<file path="config.mk">
export PLATFORM = sky130hd
export DESIGN_NAME = stc_self_test_reset
export DESIGN_NICKNAME = d
export VERILOG_FILES = /design/src/core/stc_pkg.sv /design/src/core/stc_self_test_reset.sv
export SDC_FILE = /design/constraint.sdc
export NUM_CORES = 1
export LEC_CHECK = 0
export ABC_AREA = 1
export BUFFER_PORTS_ARGS = -buffer_cell sky130_fd_sc_hd__buf_2
export CORE_MARGIN = 8
export CORE_UTILIZATION = 35
export DETAILED_ROUTE_END_ITERATION = 8
export PLACE_DENSITY_LB_ADDON = 0.1
export SLEW_MARGIN = 25
export SYNTH_ARGS = -nofsm -noshare
export SYNTH_HDL_FRONTEND = slang
export SYNTH_SLANG_ARGS = --single-unit
</file>
<file path="constraint.sdc">
create_clock -name I_CLK_SYS -period 9.65 [get_ports I_CLK_SYS]
set_input_delay 0.4825 -clock I_CLK_SYS [delete_from_list [all_inputs] [get_ports I_CLK_SYS]]
set_output_delay 0.4825 -clock I_CLK_SYS [all_outputs]
set_load 0.01 [all_outputs]
</file>
<file path="src/core/stc_pkg.sv">
// Purpose: shared constants and types of the self-test and reset control
// Assumes: 200 MHz system clock, 8-bit register port with 16-bit address
// Notes: times are kept in microseconds and turned into cycle counts here
package stc_pkg;
  localparam logic [15:0] STC_ADDR_SCRATCH = 16'hA014;
  localparam logic [15:0] STC_ADDR_CMD = 16'hA016;
  localparam logic [7:0] STC_SCRATCH_RST = 8'h00;
  localparam logic [3:0] STC_MODE_RST = 4'h0;
  localparam logic [7:0] STC_RDATA_RST = 8'h00;
  // Field positions of the command/status register
  localparam int STC_MODE_LSB = 4;
  localparam int STC_BUSY_BIT = 3;
  localparam int STC_FAIL_BIT = 1;
  localparam int STC_FINISH_BIT = 0;
  localparam logic [3:0] STC_CMD_CLEAR = 4'h0;
  localparam logic [3:0] STC_CMD_RUN = 4'h5;
  localparam logic [3:0] STC_CMD_RUN_RESET = 4'hA;
  localparam logic [3:0] STC_MODE_NORMAL_A = 4'h0;
  localparam logic [3:0] STC_MODE_NORMAL_B = 4'h8;
  localparam logic [3:0] STC_MODE_MEM = 4'h1;
  localparam logic [3:0] STC_MODE_LOGIC = 4'h4;
  localparam logic [3:0] STC_MODE_MEM_PINS = 4'h9;
  // Synchroniser order: {lvd, reset pin, clock present, slow osc}
  localparam logic [3:0] STC_SYNC_RST = 4'h6;
  localparam int STC_CLK_MHZ = 200;
  localparam int STC_PIN_FILTER_US = 4000;
  localparam int STC_STRETCH_US = 4000;
  localparam int STC_PIN_FILTER_CYC = STC_PIN_FILTER_US * STC_CLK_MHZ;
  localparam int STC_STRETCH_CYC = STC_STRETCH_US * STC_CLK_MHZ;
  localparam logic [2:0] STC_CLKMON_SLOW_CYC = 3'h4;
  typedef struct packed {
    logic [3:0] mode;
    logic [3:0] cmd;
  } stc_cmd_wr_t;
  typedef struct packed {
    logic [3:0] mode;
    logic busy;
    logic rsvd;
    logic fail;
    logic finish;
  } stc_status_t;
  typedef enum logic [0:0] {STC_IDLE, STC_RUN} stc_state_t;
endpackage

</file>
<file path="src/core/stc_self_test_reset.sv">
// Purpose: self-test command/status, scratch register, clock monitor, reset control
// Assumes: one clock; pin, slow oscillator and detectors arrive asynchronously
// Notes: the self-test engine itself sits outside and reports done and error
`timescale 1ns/10ps
// Behaviour
// Failure flag sets on test error, cleared when a new test starts.
// Command 0101 starts a test in the selected mode.
// Command 1010 runs a test then issues a software reset.
// Command 0000 clears failure and completion flags.
// Other command codes do nothing, or abort a running test.
// Processor is stalled from accepted command until the test ends.
// Processor and memory contents need not survive a test.
// Software should reset or reinitialise after any self-test.
// Mode, completion and failure survive software resets only.
// Scratch register is read/write, cleared only by power-on reset.
// System clock absent four slow cycles in normal mode forces hardware reset.
// Command, watchdog and fetch ECC resets are software class.
// Power-on, low voltage, clock monitor and pin resets are hardware class.
// Software reset clears a subset, hardware reset clears all but the scratch register.
// Reset pin lows shorter than 4 ms are ignored.
// Hardware reset is held 4 ms longer after its cause ends.
// Internal hardware reset drives the reset pin low.
// Mode field selects normal, memory, logic or memory-with-pins test.
// Busy bit is high for the whole run, low after end or abort.
// Completion flag sets at run end, cleared when a new test starts.
module stc_self_test_reset #(
  parameter int unsigned PIN_FILTER_CYC = stc_pkg::STC_PIN_FILTER_CYC,
  parameter int unsigned STRETCH_CYC = stc_pkg::STC_STRETCH_CYC
) (
  input wire logic I_CLK_SYS, // System clock
  input wire logic I_RESET, // Power-on reset, async high
  input wire logic [15:0] I_ADDR, // Register address
  input wire logic [7:0] I_WDATA, // Write data
  input wire logic I_WR, // Write strobe
  input wire logic I_RD, // Read strobe
  output logic [7:0] O_RDATA, // Read data, cycle after strobe
  input wire logic I_BIST_DONE, // Engine finished
  input wire logic I_BIST_ERROR, // Engine saw an error
  output logic O_BIST_MEM, // Run memory test
  output logic O_BIST_LOGIC, // Run register logic test
  output logic O_BIST_PIN_MON, // Memory test results to pins
  output logic O_BIST_ABORT, // Abort pulse to engine
  output logic [3:0] O_BIST_MODE, // Selected mode
  output logic O_CPU_STALL, // Processor pause
  input wire logic I_SLOW_OSC, // Slow oscillator, async
  input wire logic I_SYSTEM_CLOCK_PRESENT, // Clock detector level, async
  input wire logic I_NORMAL_MODE, // Power mode is normal running
  input wire logic I_LVD, // Main supply low voltage, async
  input wire logic I_WDT_RESET, // Watchdog reset pulse
  input wire logic I_ECC_RESET, // Fetch ECC reset pulse
  input wire logic I_EXT_RESET_N_IN, // Reset pin level
  output logic O_EXT_RESET_N_OUT, // Reset pin drive value
  output logic O_EXT_RESET_N_OE, // Reset pin drive enable
  output logic O_SW_RESET, // Software-class reset pulse
  output logic O_HW_RESET // Hardware-class reset level
);
  localparam int SN = 4;
  localparam logic [31:0] FILT_N = 32'(PIN_FILTER_CYC);
  localparam logic [31:0] STR_N = 32'(STRETCH_CYC);

  logic [SN-1:0] sync1_reg, sync2_reg, sync3_reg, filt_reg;
  logic slow_prev_reg;
  logic [2:0] mon_cnt_reg;
  logic [31:0] pin_cnt_reg, str_cnt_reg;
  logic drive_reg, ext_wait_reg, hw_out_reg, sw_reset_reg;
  stc_pkg::stc_state_t state_reg;
  logic rst_after_reg, abort_reg;
  logic [3:0] mode_reg;
  logic fail_reg, finish_reg;
  logic [7:0] scratch_reg, rdata_reg;

  // Bus decode
  wire logic sel_cmd = I_ADDR == stc_pkg::STC_ADDR_CMD;
  wire logic sel_scr = I_ADDR == stc_pkg::STC_ADDR_SCRATCH;
  wire logic wr_cmd = I_WR & sel_cmd;
  wire logic wr_scr = I_WR & sel_scr;
  wire stc_pkg::stc_cmd_wr_t cmd_wr = stc_pkg::stc_cmd_wr_t'(I_WDATA);
  wire logic busy = state_reg == stc_pkg::STC_RUN;
  wire logic cmd_start = cmd_wr.cmd == stc_pkg::STC_CMD_RUN ||
                         cmd_wr.cmd == stc_pkg::STC_CMD_RUN_RESET;
  wire logic cmd_clear = cmd_wr.cmd == stc_pkg::STC_CMD_CLEAR;
  wire logic accept = wr_cmd & cmd_start & ~busy;
  wire logic clear = wr_cmd & cmd_clear;
  wire logic abort = wr_cmd & ~cmd_start & ~cmd_clear & busy;

  // Mode decode; a mode with no test finishes at once so the stall ends
  wire logic m_mem = mode_reg == stc_pkg::STC_MODE_MEM;
  wire logic m_pins = mode_reg == stc_pkg::STC_MODE_MEM_PINS;
  wire logic m_logic = mode_reg == stc_pkg::STC_MODE_LOGIC;
  wire logic no_test = ~(m_mem | m_pins | m_logic);
  wire logic done_ev = busy & (I_BIST_DONE | no_test);
  wire logic err_ev = busy & I_BIST_ERROR & ~no_test;
  wire logic cmd_rst = done_ev & rst_after_reg;

  // Software-class sources; hw reset forces run control, mode and flags back
  wire logic sw_next = cmd_rst | I_WDT_RESET | I_ECC_RESET;
  wire logic hw_rst = hw_out_reg;
  wire logic run_kill = hw_rst | sw_reset_reg;

  stc_pkg::stc_state_t state_next;
  always_comb begin
    state_next = state_reg;
    unique case (state_reg)
      stc_pkg::STC_IDLE: if (accept) state_next = stc_pkg::STC_RUN;
      stc_pkg::STC_RUN: if (done_ev | abort) state_next = stc_pkg::STC_IDLE;
    endcase
    if (run_kill) state_next = stc_pkg::STC_IDLE;
  end

  // A test event in the same cycle as a clear keeps its flag
  wire logic flag_clr = accept | clear;
  wire logic fail_next = err_ev | (fail_reg & ~flag_clr);
  wire logic finish_next = done_ev | (finish_reg & ~flag_clr);
  wire logic [3:0] mode_next = (wr_cmd & ~busy) ? cmd_wr.mode : mode_reg;
  wire logic rst_after_next = accept ? (cmd_wr.cmd == stc_pkg::STC_CMD_RUN_RESET) :
                              (busy ? rst_after_reg : 1'b0);

  wire stc_pkg::stc_status_t status = '{mode: mode_reg, busy: busy, rsvd: 1'b0,
                                        fail: fail_reg, finish: finish_reg};
  wire logic [7:0] rdata_next = ~I_RD ? stc_pkg::STC_RDATA_RST :
                                sel_cmd ? 8'(status) :
                                sel_scr ? scratch_reg : stc_pkg::STC_RDATA_RST;

  // Input synchronisers and glitch-free level
  wire logic [SN-1:0] raw_in = {I_LVD, I_EXT_RESET_N_IN, I_SYSTEM_CLOCK_PRESENT, I_SLOW_OSC};
  wire logic [SN-1:0] filt_next = (sync2_reg & sync3_reg) |
                                  (filt_reg & (sync2_reg | sync3_reg));
  wire logic slow_lvl = filt_reg[0];
  wire logic clk_ok = filt_reg[1];
  wire logic pin_high = filt_reg[2];
  wire logic low_voltage_detect = filt_reg[3];
  wire logic slow_rise = slow_lvl & ~slow_prev_reg;

  // Clock monitor counts slow edges while the system clock is missing
  wire logic mon_fail = mon_cnt_reg == stc_pkg::STC_CLKMON_SLOW_CYC;
  wire logic [2:0] mon_cnt_next = (~I_NORMAL_MODE | clk_ok) ? 3'h0 :
                                  (slow_rise & ~mon_fail) ? 3'(mon_cnt_reg + 3'h1) :
                                  mon_cnt_reg;

  // Pin filter is held at zero while we drive the pin, or our own low would retrigger
  wire logic pin_rst = pin_cnt_reg == FILT_N;
  wire logic [31:0] pin_cnt_next = (pin_high | drive_reg | ext_wait_reg) ? 32'h0 :
                                   pin_rst ? pin_cnt_reg :
                                   32'(pin_cnt_reg + 32'h1);

  wire logic hw_cause = low_voltage_detect | mon_fail | pin_rst;
  wire logic [31:0] str_cnt_next = hw_cause ? STR_N :
                                   (str_cnt_reg != 32'h0) ? 32'(str_cnt_reg - 32'h1) :
                                   32'h0;
  wire logic stretching = hw_cause | (str_cnt_reg != 32'h0);
  // After release the pin RC keeps reset until the pin reads high
  wire logic ext_wait_next = drive_reg | (ext_wait_reg & ~pin_high);
  wire logic hw_out_next = stretching | drive_reg | ext_wait_reg;

  always_ff @(posedge I_CLK_SYS or posedge I_RESET) begin
    if (I_RESET) begin
      sync1_reg <= stc_pkg::STC_SYNC_RST;
      sync2_reg <= stc_pkg::STC_SYNC_RST;
      sync3_reg <= stc_pkg::STC_SYNC_RST;
      filt_reg <= stc_pkg::STC_SYNC_RST;
      slow_prev_reg <= 1'b0;
      mon_cnt_reg <= 3'h0;
      pin_cnt_reg <= 32'h0;
    end else begin
      sync1_reg <= raw_in;
      sync2_reg <= sync1_reg;
      sync3_reg <= sync2_reg;
      filt_reg <= filt_next;
      slow_prev_reg <= slow_lvl;
      mon_cnt_reg <= mon_cnt_next;
      pin_cnt_reg <= pin_cnt_next;
    end
  end

  // Power-on itself is a hardware cause, so stretch starts loaded
  always_ff @(posedge I_CLK_SYS or posedge I_RESET) begin
    if (I_RESET) begin
      str_cnt_reg <= STR_N;
      drive_reg <= 1'b1;
      ext_wait_reg <= 1'b0;
      hw_out_reg <= 1'b1;
      sw_reset_reg <= 1'b0;
    end else begin
      str_cnt_reg <= str_cnt_next;
      drive_reg <= stretching;
      ext_wait_reg <= ext_wait_next;
      hw_out_reg <= hw_out_next;
      sw_reset_reg <= sw_next & ~hw_rst;
    end
  end

  // Run control is cleared by either reset class
  always_ff @(posedge I_CLK_SYS or posedge I_RESET) begin
    if (I_RESET) begin
      state_reg <= stc_pkg::STC_IDLE;
      rst_after_reg <= 1'b0;
      abort_reg <= 1'b0;
    end else begin
      state_reg <= state_next;
      rst_after_reg <= rst_after_next & ~run_kill;
      abort_reg <= busy & (abort | run_kill);
    end
  end

  // Flags and mode ignore software resets
  always_ff @(posedge I_CLK_SYS or posedge I_RESET) begin
    if (I_RESET) begin
      mode_reg <= stc_pkg::STC_MODE_RST;
      fail_reg <= 1'b0;
      finish_reg <= 1'b0;
    end else if (hw_rst) begin
      mode_reg <= stc_pkg::STC_MODE_RST;
      fail_reg <= 1'b0;
      finish_reg <= 1'b0;
    end else begin
      mode_reg <= mode_next;
      fail_reg <= fail_next;
      finish_reg <= finish_next;
    end
  end

  // Scratch survives every reset but power-on
  always_ff @(posedge I_CLK_SYS or posedge I_RESET) begin
    if (I_RESET) begin
      scratch_reg <= stc_pkg::STC_SCRATCH_RST;
      rdata_reg <= stc_pkg::STC_RDATA_RST;
    end else begin
      if (wr_scr) scratch_reg <= I_WDATA;
      rdata_reg <= rdata_next;
    end
  end

  assign O_RDATA = rdata_reg;
  // Memory and processor state are left to software after a run
  assign O_CPU_STALL = busy;
  assign O_BIST_MEM = busy & (m_mem | m_pins);
  assign O_BIST_LOGIC = busy & m_logic;
  assign O_BIST_PIN_MON = busy & m_pins;
  assign O_BIST_ABORT = abort_reg;
  assign O_BIST_MODE = mode_reg;
  assign O_EXT_RESET_N_OUT = 1'b0;
  assign O_EXT_RESET_N_OE = drive_reg;
  assign O_SW_RESET = sw_reset_reg;
  assign O_HW_RESET = hw_out_reg;

  localparam int MON_WAIT = 3;
endmodule // stc_self_test_reset

</file>
* Word level (Yosys, flattened, before mapping)
Index checks and enable logic that the tools add are counted.
Cells by class: eq/ne operators 10, bitwise logic cells 59, mux-type cells 19, $add $sub $neg 3, reductions and logical operators 5
Operators with widths (count):
- $mux W32 | 4
- $add A32 B1 Y32 const B | 1
- $eq A16 B16 Y1 const B | 2
- $eq A32 B20 Y1 const B | 1
- $reduce_bool A32 Y1 | 1
- $sub A32 B1 Y32 const B | 1
- $and A1 B1 Y1 | 24
- $mux W8 | 3
- $or A1 B1 Y1 | 20
- $not A1 Y1 | 11
- $and A4 B4 Y4 | 2
- $eq A4 B3 Y1 const B | 2
- $eq A4 B4 Y1 const B | 2
- $mux W4 | 2
- $or A4 B4 Y4 | 2
- $mux W1 | 7
- $mux W3 | 2
- $eq A4 B1 Y1 const B | 1
- $logic_not A4 Y1 | 1
- $reduce_bool A2 Y1 | 2
- $add A3 B1 Y3 const B | 1
- $eq A3 B3 Y1 const B | 1
- $ne A2 B1 Y1 const B | 1
- $pmux W1 S2 | 1
- $logic_or A1 B1 Y1 | 1
Word-level totals: logic and storage cells 116, flip-flop bits (word level) 113, output and inout port bits 21, bits of input ports 37

* Depth between registers and ports, before layout
Gate-level depths: netlist of the first run.
depth after elaboration 10, gate-level depth with buffers 10, gate-level depth less buffers 10

* Least setup slack after synthesis of the first run
Ideal clock, no wire load.
path kind flip-flop to flip-flop, start register str_cnt_reg[0], end register str_cnt_reg[2], path buffers 1, arrival time 1.407 ns, clock period less this slack 1.527 ns, stages on the path, launching flop included 11, required time 9.529 ns, slack 8.123 ns, setup time 0.121 ns, path through dfrtp_1 inv_1 ha_1 nand2_2 nor2_8 nand4_4 nor2_1 nand2_1 nand2_2 buf_6 nor2_2
On the way: word-level cells in the longest chain between the ends 3, elaborated cells on any way between the ends 4, those cells by class 1 x add/sub; 2 x mux; 1 x reduce/logical
Ends and longest elaborated chain:
- start: declaration | RTL line stc_self_test_reset.sv:64 | logic [31:0] pin_cnt_reg, str_cnt_reg;
- start signal: assignment | RTL line stc_self_test_reset.sv:184 | str_cnt_reg <= str_cnt_next;
- $sub A32 B1 Y32 / $reduce_bool A32 Y1 (equally long branches) | RTL line stc_self_test_reset.sv:148 | (str_cnt_reg != 32'h0) ? 32'(str_cnt_reg - 32'h1) :
- $mux W32 (*) | RTL line stc_self_test_reset.sv:148
- $mux W32 (*) | RTL line stc_self_test_reset.sv:147 | wire logic [31:0] str_cnt_next = hw_cause ? STR_N :
- net str_cnt_next[2] | RTL line stc_self_test_reset.sv:147
Mark *: on every way through the listed nets, which the timed path passes. The rest lies on a longest branch. A chain may end at the register's enable or synchronous reset.

* Final worst setup path of the first run
start register state_reg (netlist: O_CPU_STALL), end output port O_BIST_PIN_MON
On the way: word-level cells in the longest chain between the ends 1
Ends and longest elaborated chain:
- start: declaration | RTL line stc_self_test_reset.sv:66 | stc_pkg::stc_state_t state_reg;
- start signal: assignment | RTL line stc_self_test_reset.sv:195 | state_reg <= stc_pkg::STC_IDLE;
- start signal: assignment | RTL line stc_self_test_reset.sv:199 | state_reg <= state_next;
- $and A1 B1 Y1 | RTL line stc_self_test_reset.sv:238 | assign O_BIST_PIN_MON = busy & m_pins;
- end: declaration | RTL line stc_self_test_reset.sv:41 | output logic O_BIST_PIN_MON,
Every way passes these cells.

==> results.py, run 1 <==
metrics = {
    "global_routing": {
        "grtUsageTotal_pct": 14.2,
        "grt_pass1_wl_um": 24900,
        "grt_pass1_vias": 5070,
        "grt-ovfl-total": 0,
        "antenna_found_initial": 0,
        "grt_max_degree": 60,
    },
    "logic_synthesis": {
        "synth_top_family_by_area": "simple AND/OR/NAND/NOR gates",
        "synth_flop_cell": "dfrtp_1",
        "yosys.area_share.adder_pct": 1.71,
        "synth_mux_area_share_pct": 0,
        "post-synth-top-area-cell": "dfrtp_1",
        "async_flop_share_pct": 100,
        "synth-xor-area-share_pct": 3.35,
        "synth.most_common_cell": "nand2_1",
        "yosys.area_share.simple_pct": 35.2,
        "ys_ff_latch": 113,
        "synth_cells": 776,
        "avgSynthCellArea_um2": 7.74,
        "synth.distinct_cells": 38,
        "synth_compound_area_share_pct": 5.79,
        "syn_nets": 818,
        "synth_edf_count": 0,
        "synth_top_area_share_pct": 40.4,
        "synth_common_cells": "nand2_1 (191), nor2_1 (144), dfrtp_1 (97), inv_1 (83), nand3_1 (54)",
        "ys_seq_area_share_pct": 47.4,
        "syn_area_mm2": 0.00601,
        "synthTopCellsByArea": "dfrtp_1 (40%), nand2_1 (12%), nor2_1 (9.0%)",
        "yosys_warnings": 0,
    },
    "status": {
        "outcome": "finished clean",
    },
    "sta": {
        "drv_slew": 0,
        "tightest_slew_ns": 0.807,
        "hold_violations": 0,
        "min_period_ns": 2.12,
        "maxSlewHeadroom_pct": 46.0,
        "setup_ws_ns": 7.53,
        "skew_ns": 0.00659,
        "fin_setup_tns_ns": 0,
        "period_share_pct": 22.0,
        "rsz0062_at_grt": "false",
        "fmax_mhz": 472,
        "setup_viol": 0,
    },
    "placed_design": {
        "place_congestion": 0.859,
        "dp_cells": 1051,
        "dp_hpwl_um": 10800,
        "port_buffers": 56,
        "dp_slack_ns": 7.58,
    },
    "hold_path": {
        "min_path_cells": 1,
        "hp-start": "I_EXT_RESET_N_IN",
        "hold_path_class": "in -> reg",
    },
    "final_layout": {
        "fin_nets": 887,
        "layout-drive-gt1-share_pct": 18.2,
        "antenna-diode-count": 0,
        "synthToLayoutAreaGrowth_pct": 19.2,
        "stdcell_count": 1083,
    },
    "setup_path": {
        "path_class": "reg -> out",
        "worstPathArrival_ns": 1.64,
        "timing.rr.start": "O_EXT_RESET_N_OE",
        "reg2regPathDepth": 5,
        "regToRegSetupSlack_ns": 7.67,
        "crit_start": "O_CPU_STALL",
        "cp-end-kind": "primary output",
        "crit_fanout": 9,
        "start_kind": "register",
        "cp.required_ns": 9.17,
    },
    "clocking": {
        "cts_root_buf": "clkbuf_16",
        "numClockSinks": 113,
        "cts.path.max_buffers": 2,
        "ctsResizeCount": 0,
        "postCtsSetupBuffers": 0,
        "clkLatencyLatePin_ns": 0.42,
        "h-tree-depth": 4,
        "path_clk_slew_ns": 0.06,
        "holdBufCountCts": 0,
        "cts_buffers": 17,
        "cts_tree": "built",
    },
    "detailed_routing": {
        "routed_via_density": 4.67,
        "drt-wirelength-per-cell_um": 13.4,
        "drt-initial-drc-count": 322,
        "vias": 5058,
        "drc": 0,
        "antenna_left": 0,
        "wl_um": 14500,
        "firstDrtPassIters": 5,
    },
    "die": {
        "dieWidth_um": 147,
        "die_y_um": 147,
        "start_util_pct": 35.2,
        "io_pins": 58,
        "die_area_mm2": 0.0216,
        "row_count": 48,
        "core-area_mm2": 0.0171,
    },
    "power_and_ir_drop": {
        "peakVddDrop_mv": 0.125,
        "power.leakage_nw": 3.19,
        "powerDensity_mw_per_mm2": 184,
    },
    "job": {
        "max-cap-violations": 0,
    },
}
## metal layers
| layer | routed length [um] | track usage [%] |
|---|---|---|
| met5 | 0 | 0 |
| met4 | 187 | 4.90 |
| met3 | 609 | 3.66 |
| met2 | 6810 | 22.9 |
| met1 | 6930 | 18.2 |
## report_power, final
part / switching [mW] / total [mW] / internal [mW]
registers: 0.0165 / 0.514 / 0.497
logic: 0.0888 / 0.137 / 0.0485
clock network: 0.230 / 0.667 / 0.437
total: 0.335 / 1.32 / 0.983
## logic make-up after synthesis
logic type      Yosys count
simple gates            468
flops                   113
buf+inv                  98
compound gates           64
xor+xnor                 23
fa+ha+maj                 9
other cells               1
## critical path, cell delays in order, from the launching register on
cell and delay [ns]:
dfrtp_1 0.47, clkinv_1 0.31, nor3b_1 0.27, buf_2 0.17
## metrics by stage
stage | hold WS [ns] | cell area [um^2] | power (mW) | util [%]
floorplan | 0.331 | 6010 | 0.630 | -
global placement | 0.333 | 6540 | 0.660 | 38.3
detailed placement | 0.341 | 6540 | 0.661 | 38.3
CTS | 0.141 | 7160 | 1.34 | 42.0
global route | 0.137 | 7160 | 1.38 | 42.0
finish | 0.162 | 7160 | 1.32 | 42.0
## cells in the final DEF (no fill, tap or decap), drive strengths merged, types with 2 or more instances in the layout
master | synthesis | routed
inv | 89 | 90
nand4 | 16 | 16
dfstp | 16 | 16
clkbuf | 3 | 18
or2 | 2 | 2
ha | 5 | 5
buf | 4 | 57
maj3 | 4 | 4
nor3 | 24 | 24
clkinv | 2 | 7
xor2 | 16 | 16
nor2 | 170 | 170
clkinvlp | 0 | 4
xnor2 | 7 | 7
nand3 | 57 | 57
o21bai | 4 | 4
a21oi | 26 | 26
dfrtp | 97 | 97
o21ai | 28 | 28
bufinv | 0 | 4
nand2 | 196 | 196
o21a | 2 | 2
a31o | 2 | 2
## area by class of cell
class / count / area [um^2]
Timing Repair Buffer: 57 / 288
Tap cell: 225 / 282
Sequential cell: 113 / 2850
Clock inverter: 14 / 188
Inverter: 91 / 344
Clock buffer: 18 / 439
Multi-Input combinational cell: 565 / 2770
Fill cell: 1746 / 9890
## path summary, 6_finish.rpt
check                                       to
worst max-delay path            O_BIST_PIN_MON
worst min-delay path              sync1_reg[2]
worst max register to register  pin_cnt_reg[8]
worst min register to register    sync2_reg[0]
max in group asynchronous       pin_cnt_reg[0]
min in group asynchronous       pin_cnt_reg[5]
Note: power is estimated with default switching activity, not from simulation.
==> run 2: changes to the inputs <==
Clock period 9.65 ns to 1.8 ns, I/O delays scaled along.
==> results.py, run 2 (synthesis results as in run 1) <==
metrics = {
    "placed_design": {
        "dp_cells": 1058,
        "port_buffers": 56,
        "place_congestion": 0.846,
        "dpl_cell_area_mm2": 0.00663,
        "dp_hpwl_um": 10900,
    },
    "detailed_routing": {
        "drc": 0,
        "vias": 5116,
        "wl_um": 14900,
        "firstDrtPassIters": 6,
        "drt-wirelength-per-cell_um": 13.4,
        "antenna_left": 0,
        "drt-initial-drc-count": 255,
        "routed_via_density": 4.59,
    },
    "final_layout": {
        "layout-drive-gt1-share_pct": 18.9,
        "fin_nets": 918,
        "stdcell_count": 1114,
        "antenna-diode-count": 0,
        "multi_input_area_mm2": 0.00279,
        "synthToLayoutAreaGrowth_pct": 24.4,
        "fillers": 1724,
        "final_area_mm2": 0.00748,
        "utilization_pct": 43.8,
        "layout_common_cells": "nand2_1 (191), nor2_1 (143), dfrtp_1 (97)",
        "final_common_cell": "nand2_1",
        "seq_area_mm2": 0.00285,
    },
    "die": {
        "start_util_pct": 35.2,
        "die_y_um": 147,
        "row_count": 48,
        "die_area_mm2": 0.0216,
        "dieWidth_um": 147,
        "io_pins": 58,
        "core-area_mm2": 0.0171,
    },
    "status": {
        "outcome": "finished clean",
    },
    "global_routing": {
        "grt_pass1_vias": 5076,
        "antenna_found_initial": 0,
        "grt_pass1_wl_um": 25100,
        "grt_max_degree": 60,
        "grt-ovfl-total": 0,
        "grtUsageTotal_pct": 14.3,
    },
    "power_and_ir_drop": {
        "power.leakage_nw": 3.33,
        "powerDensity_mw_per_mm2": 933,
        "p_total_mw": 6.98,
        "peakVddDrop_mv": 0.725,
    },
    "setup_path": {
        "worstPathArrival_ns": 2.03,
        "crit_fanout": 11,
        "path_class": "reg -> reg",
        "cp.required_ns": 2.09,
        "cp-end-kind": "register",
        "start_kind": "register",
    },
    "sta": {
        "min_period_ns": 1.73,
        "fmax_mhz": 577,
        "drv_slew": 0,
        "maxSlewHeadroom_pct": 64.6,
        "period_share_pct": 96.3,
        "hold_violations": 0,
        "skew_ns": 0.00769,
        "fin_setup_tns_ns": 0,
        "tightest_slew_ns": 0.527,
        "setup_viol": 0,
    },
    "clocking": {
        "cts_root_buf": "clkbuf_16",
        "h-tree-depth": 4,
        "numClockSinks": 113,
        "cts_buffers": 17,
        "path_clk_slew_ns": 0.05,
        "cts_tree": "built",
        "clkLatencyLatePin_ns": 0.41,
        "cts.path.max_buffers": 2,
    },
    "hold_path": {
        "hold_path_class": "in -> reg",
    },
    "job": {
        "max-cap-violations": 0,
    },
}
## run 2: cell count changes in the layout (fill, tap and decap cells not counted), moves of 2 or more
cell,delta
buf_12,+3
buf_4,+8
clkbuf_1,+5
dlygate4sd3_1,+18
nand2_2,-2
nand2_4,+2
## run 2: timing repair
action | in CTS | in global routing
resized for setup | 0 | 6
buffers inserted | 0 | 4
hold buffers | 18 | 0
setup endpoints to repair | 0 | 23
endpoints found under the hold margin | 34 | 0
## run 2: where the power goes
part / switching [mW] / internal (mW)
clock network: 1.16 / 2.17
registers: 0.0935 / 2.67
logic: 0.516 / 0.378
total: 1.77 / 5.21
## run 2: path summary, 6_finish.rpt
| check | start | endpoint | slack [ns] | depth (start not counted) |
|---|---|---|---|---|
| worst max-delay path | str_cnt_reg[0] | str_cnt_reg[24] | 0.07 | 10 |
| max in group asynchronous | I_RESET | sync3_reg[1] | 0.88 | 4 |
| worst min-delay path | I_BIST_ERROR | fail_reg | 0.03 | 3 |
| min in group asynchronous | I_RESET | str_cnt_reg[30] | 0.23 | 3 |
| worst min register to register | sync1_reg[3] | sync2_reg[3] | 0.35 | 0 |
| worst max register to register | str_cnt_reg[0] | str_cnt_reg[24] | 0.07 | 10 |
## run 2: area by class of cell
| cell class | count | share of cell area [%] |
|---|---|---|
| Timing Repair Buffer | 88 | 8.35 |
| Tap cell | 225 | 3.77 |
| Clock buffer | 22 | 5.94 |
| Sequential cell | 113 | 38.1 |
| Inverter | 91 | 4.67 |
| Multi-Input combinational cell | 565 | 37.4 |
| Clock inverter | 10 | 1.82 |
## run 2: metrics by stage
step	setup WS, ns	hold slack, ns
6_report	0.0663	0.0262
3_3_place_gp	0.150	0.122
3_5_place_dp	0.0965	0.129
5_1_grt	-0.0435	0.0323
2_1_floorplan	0.273	0.0945
4_1_cts	0.0764	0.00238
## run 2: worst max-delay path: stages (launching register included)
cell,delay (ns)
dfrtp_1,0.38
inv_1,0.08
ha_2,0.21
nand2_4,0.08
nor2_8,0.17
nand4_4,0.14
nor2_2,0.12
nand2_1,0.09
nand2_4,0.13
buf_12,0.15
nor2_1,0.05
## run 2: per-layer routing
metal	global-route usage [%]	vias to the layer above	share of wire [%]
met2	23.1	70	47
met1	18.5	2369	48
met5	0	-	0
met3	3.48	15	3.6
met4	4.69	0	1.2
li1	-	2662	-
==> run 3: changes to the inputs <==
Settings changed: CTS_BUF_LIST set to sky130_fd_sc_hd__clkbuf_4 sky130_fd_sc_hd__clkbuf_8.
==> results.py, run 3 (synthesis results as in run 1) <==
metrics = {
    "hold_path": {
        "hold_path_class": "in -> reg",
        "hp-start": "I_RD",
    },
    "status": {
        "outcome": "finished clean",
    },
    "setup_path": {
        "path_class": "reg -> reg",
        "cp-end-kind": "register",
        "timing.rr.start": "str_cnt_reg[0]",
        "cp.required_ns": 2.11,
        "start_kind": "register",
        "regToRegSetupSlack_ns": 0.08,
        "crit_fanout": 11,
        "worstPathArrival_ns": 2.04,
        "crit_start": "str_cnt_reg[0]",
    },
    "sta": {
        "skew_ns": 0.0124,
        "fin_setup_tns_ns": 0,
        "period_share_pct": 95.8,
        "tightest_slew_ns": 0.534,
        "hold_violations": 0,
        "drv_slew": 0,
        "maxSlewHeadroom_pct": 64.1,
        "setup_viol": 0,
        "min_period_ns": 1.72,
        "fmax_mhz": 580,
    },
    "detailed_routing": {
        "antenna_left": 0,
        "drt-wirelength-per-cell_um": 13.1,
        "wl_um": 14700,
        "routed_via_density": 4.55,
        "drt-initial-drc-count": 300,
        "vias": 5076,
        "firstDrtPassIters": 5,
        "drc": 0,
    },
    "power_and_ir_drop": {
        "p_total_mw": 6.08,
        "power.leakage_nw": 3.26,
        "peakVddDrop_mv": 0.660,
        "powerDensity_mw_per_mm2": 832,
    },
    "clocking": {
        "cts_root_buf": "clkbuf_8",
        "cts_tree": "built",
        "cts_buffers": 17,
        "h-tree-depth": 4,
        "path_clk_slew_ns": 0.07,
        "numClockSinks": 113,
        "clkLatencyLatePin_ns": 0.43,
        "cts.path.max_buffers": 2,
    },
    "global_routing": {
        "antenna_found_initial": 0,
        "grt_pass1_vias": 5027,
        "grt-ovfl-total": 0,
        "grtUsageTotal_pct": 14.2,
        "grt_pass1_wl_um": 24900,
        "grt_max_degree": 60,
    },
    "die": {
        "die_y_um": 147,
        "core-area_mm2": 0.0171,
        "start_util_pct": 35.2,
        "dieWidth_um": 147,
        "io_pins": 58,
        "die_area_mm2": 0.0216,
        "row_count": 48,
    },
    "placed_design": {
        "dpl_cell_area_mm2": 0.00663,
        "port_buffers": 56,
        "dp_cells": 1058,
        "place_congestion": 0.846,
        "dp_hpwl_um": 10900,
    },
    "final_layout": {
        "final_common_cell": "nand2_1",
        "layout_common_cells": "nand2_1 (191), nor2_1 (143), dfrtp_1 (97)",
        "stdcell_count": 1115,
        "layout-drive-gt1-share_pct": 19.3,
        "utilization_pct": 42.9,
        "antenna-diode-count": 0,
        "fin_nets": 919,
        "synthToLayoutAreaGrowth_pct": 21.6,
        "final_area_mm2": 0.00731,
    },
    "job": {
        "max-cap-violations": 0,
    },
}
==> run 3: changes by cell type in the layout (fill, tap and decap cells not counted), sizes merged <==
cell,delta
dlygate4sd3,+1
==> run 3: cell type report <==
type | count | area, um^2
clock buffer | 22 | 272
timing repair buffer | 89 | 634
sequential | 113 | 2850
multi-input combinational | 565 | 2790
clock inverter | 10 | 136
fill | 1748 | 9750
inverter | 91 | 349
tap | 225 | 282
==> run 3: where the power goes <==
part / total [mW] / internal (mW) / leakage (nW) / switching (mW)
sequential: 2.76 / 2.66 / 1.49 / 0.0923
combinational: 0.850 / 0.351 / 1.57 / 0.499
clock: 2.47 / 1.44 / 0.204 / 1.03
==> run 3: through the flow <==
stage / hold WS, ns / setup slack, ns
after detailed placement: 0.129 / 0.0965
after floorplan: 0.0945 / 0.273
final: 0.0312 / 0.0752
after global routing: 0.0359 / -0.0488
after CTS: 0.00993 / 0.0626
after global placement: 0.122 / 0.150
==> run 3: critical path: stages (launching register included) <==
cell and delay (ns):
dfrtp_1 0.38, inv_1 0.08, ha_2 0.22, nand2_4 0.08, nor2_8 0.16, nand4_4 0.13, nor2_2 0.12, nand2_1 0.10
nand2_4 0.13, buf_12 0.15, nor2_1 0.05
==> run 3: metal layers <==
metal / vias to the layer above / wire [um] / track usage (%)
li1: 2663 / - / -
met1: 2331 / 7030 / 18.4
met2: 74 / 6980 / 22.7
met3: 8 / 564 / 3.57
met4: 0 / 80 / 4.69
met5: - / 0 / 0
==> run 3: final timing paths <==
check	cells after the start	to
max	10	str_cnt_reg[24]
min	3	O_RDATA[0]
max reg2reg	10	str_cnt_reg[24]
min reg2reg	0	sync2_reg[0]
max in group asynchronous	4	sync3_reg[1]
min in group asynchronous	3	str_cnt_reg[30]
==> run 3: what timing repair did <==
item / CTS / global route
endpoints found under the hold margin: 37 / 0
hold buffers: 19 / 0
gates resized for setup: 0 / 5
setup endpoints to repair: 0 / 25
buffers inserted: 0 / 4
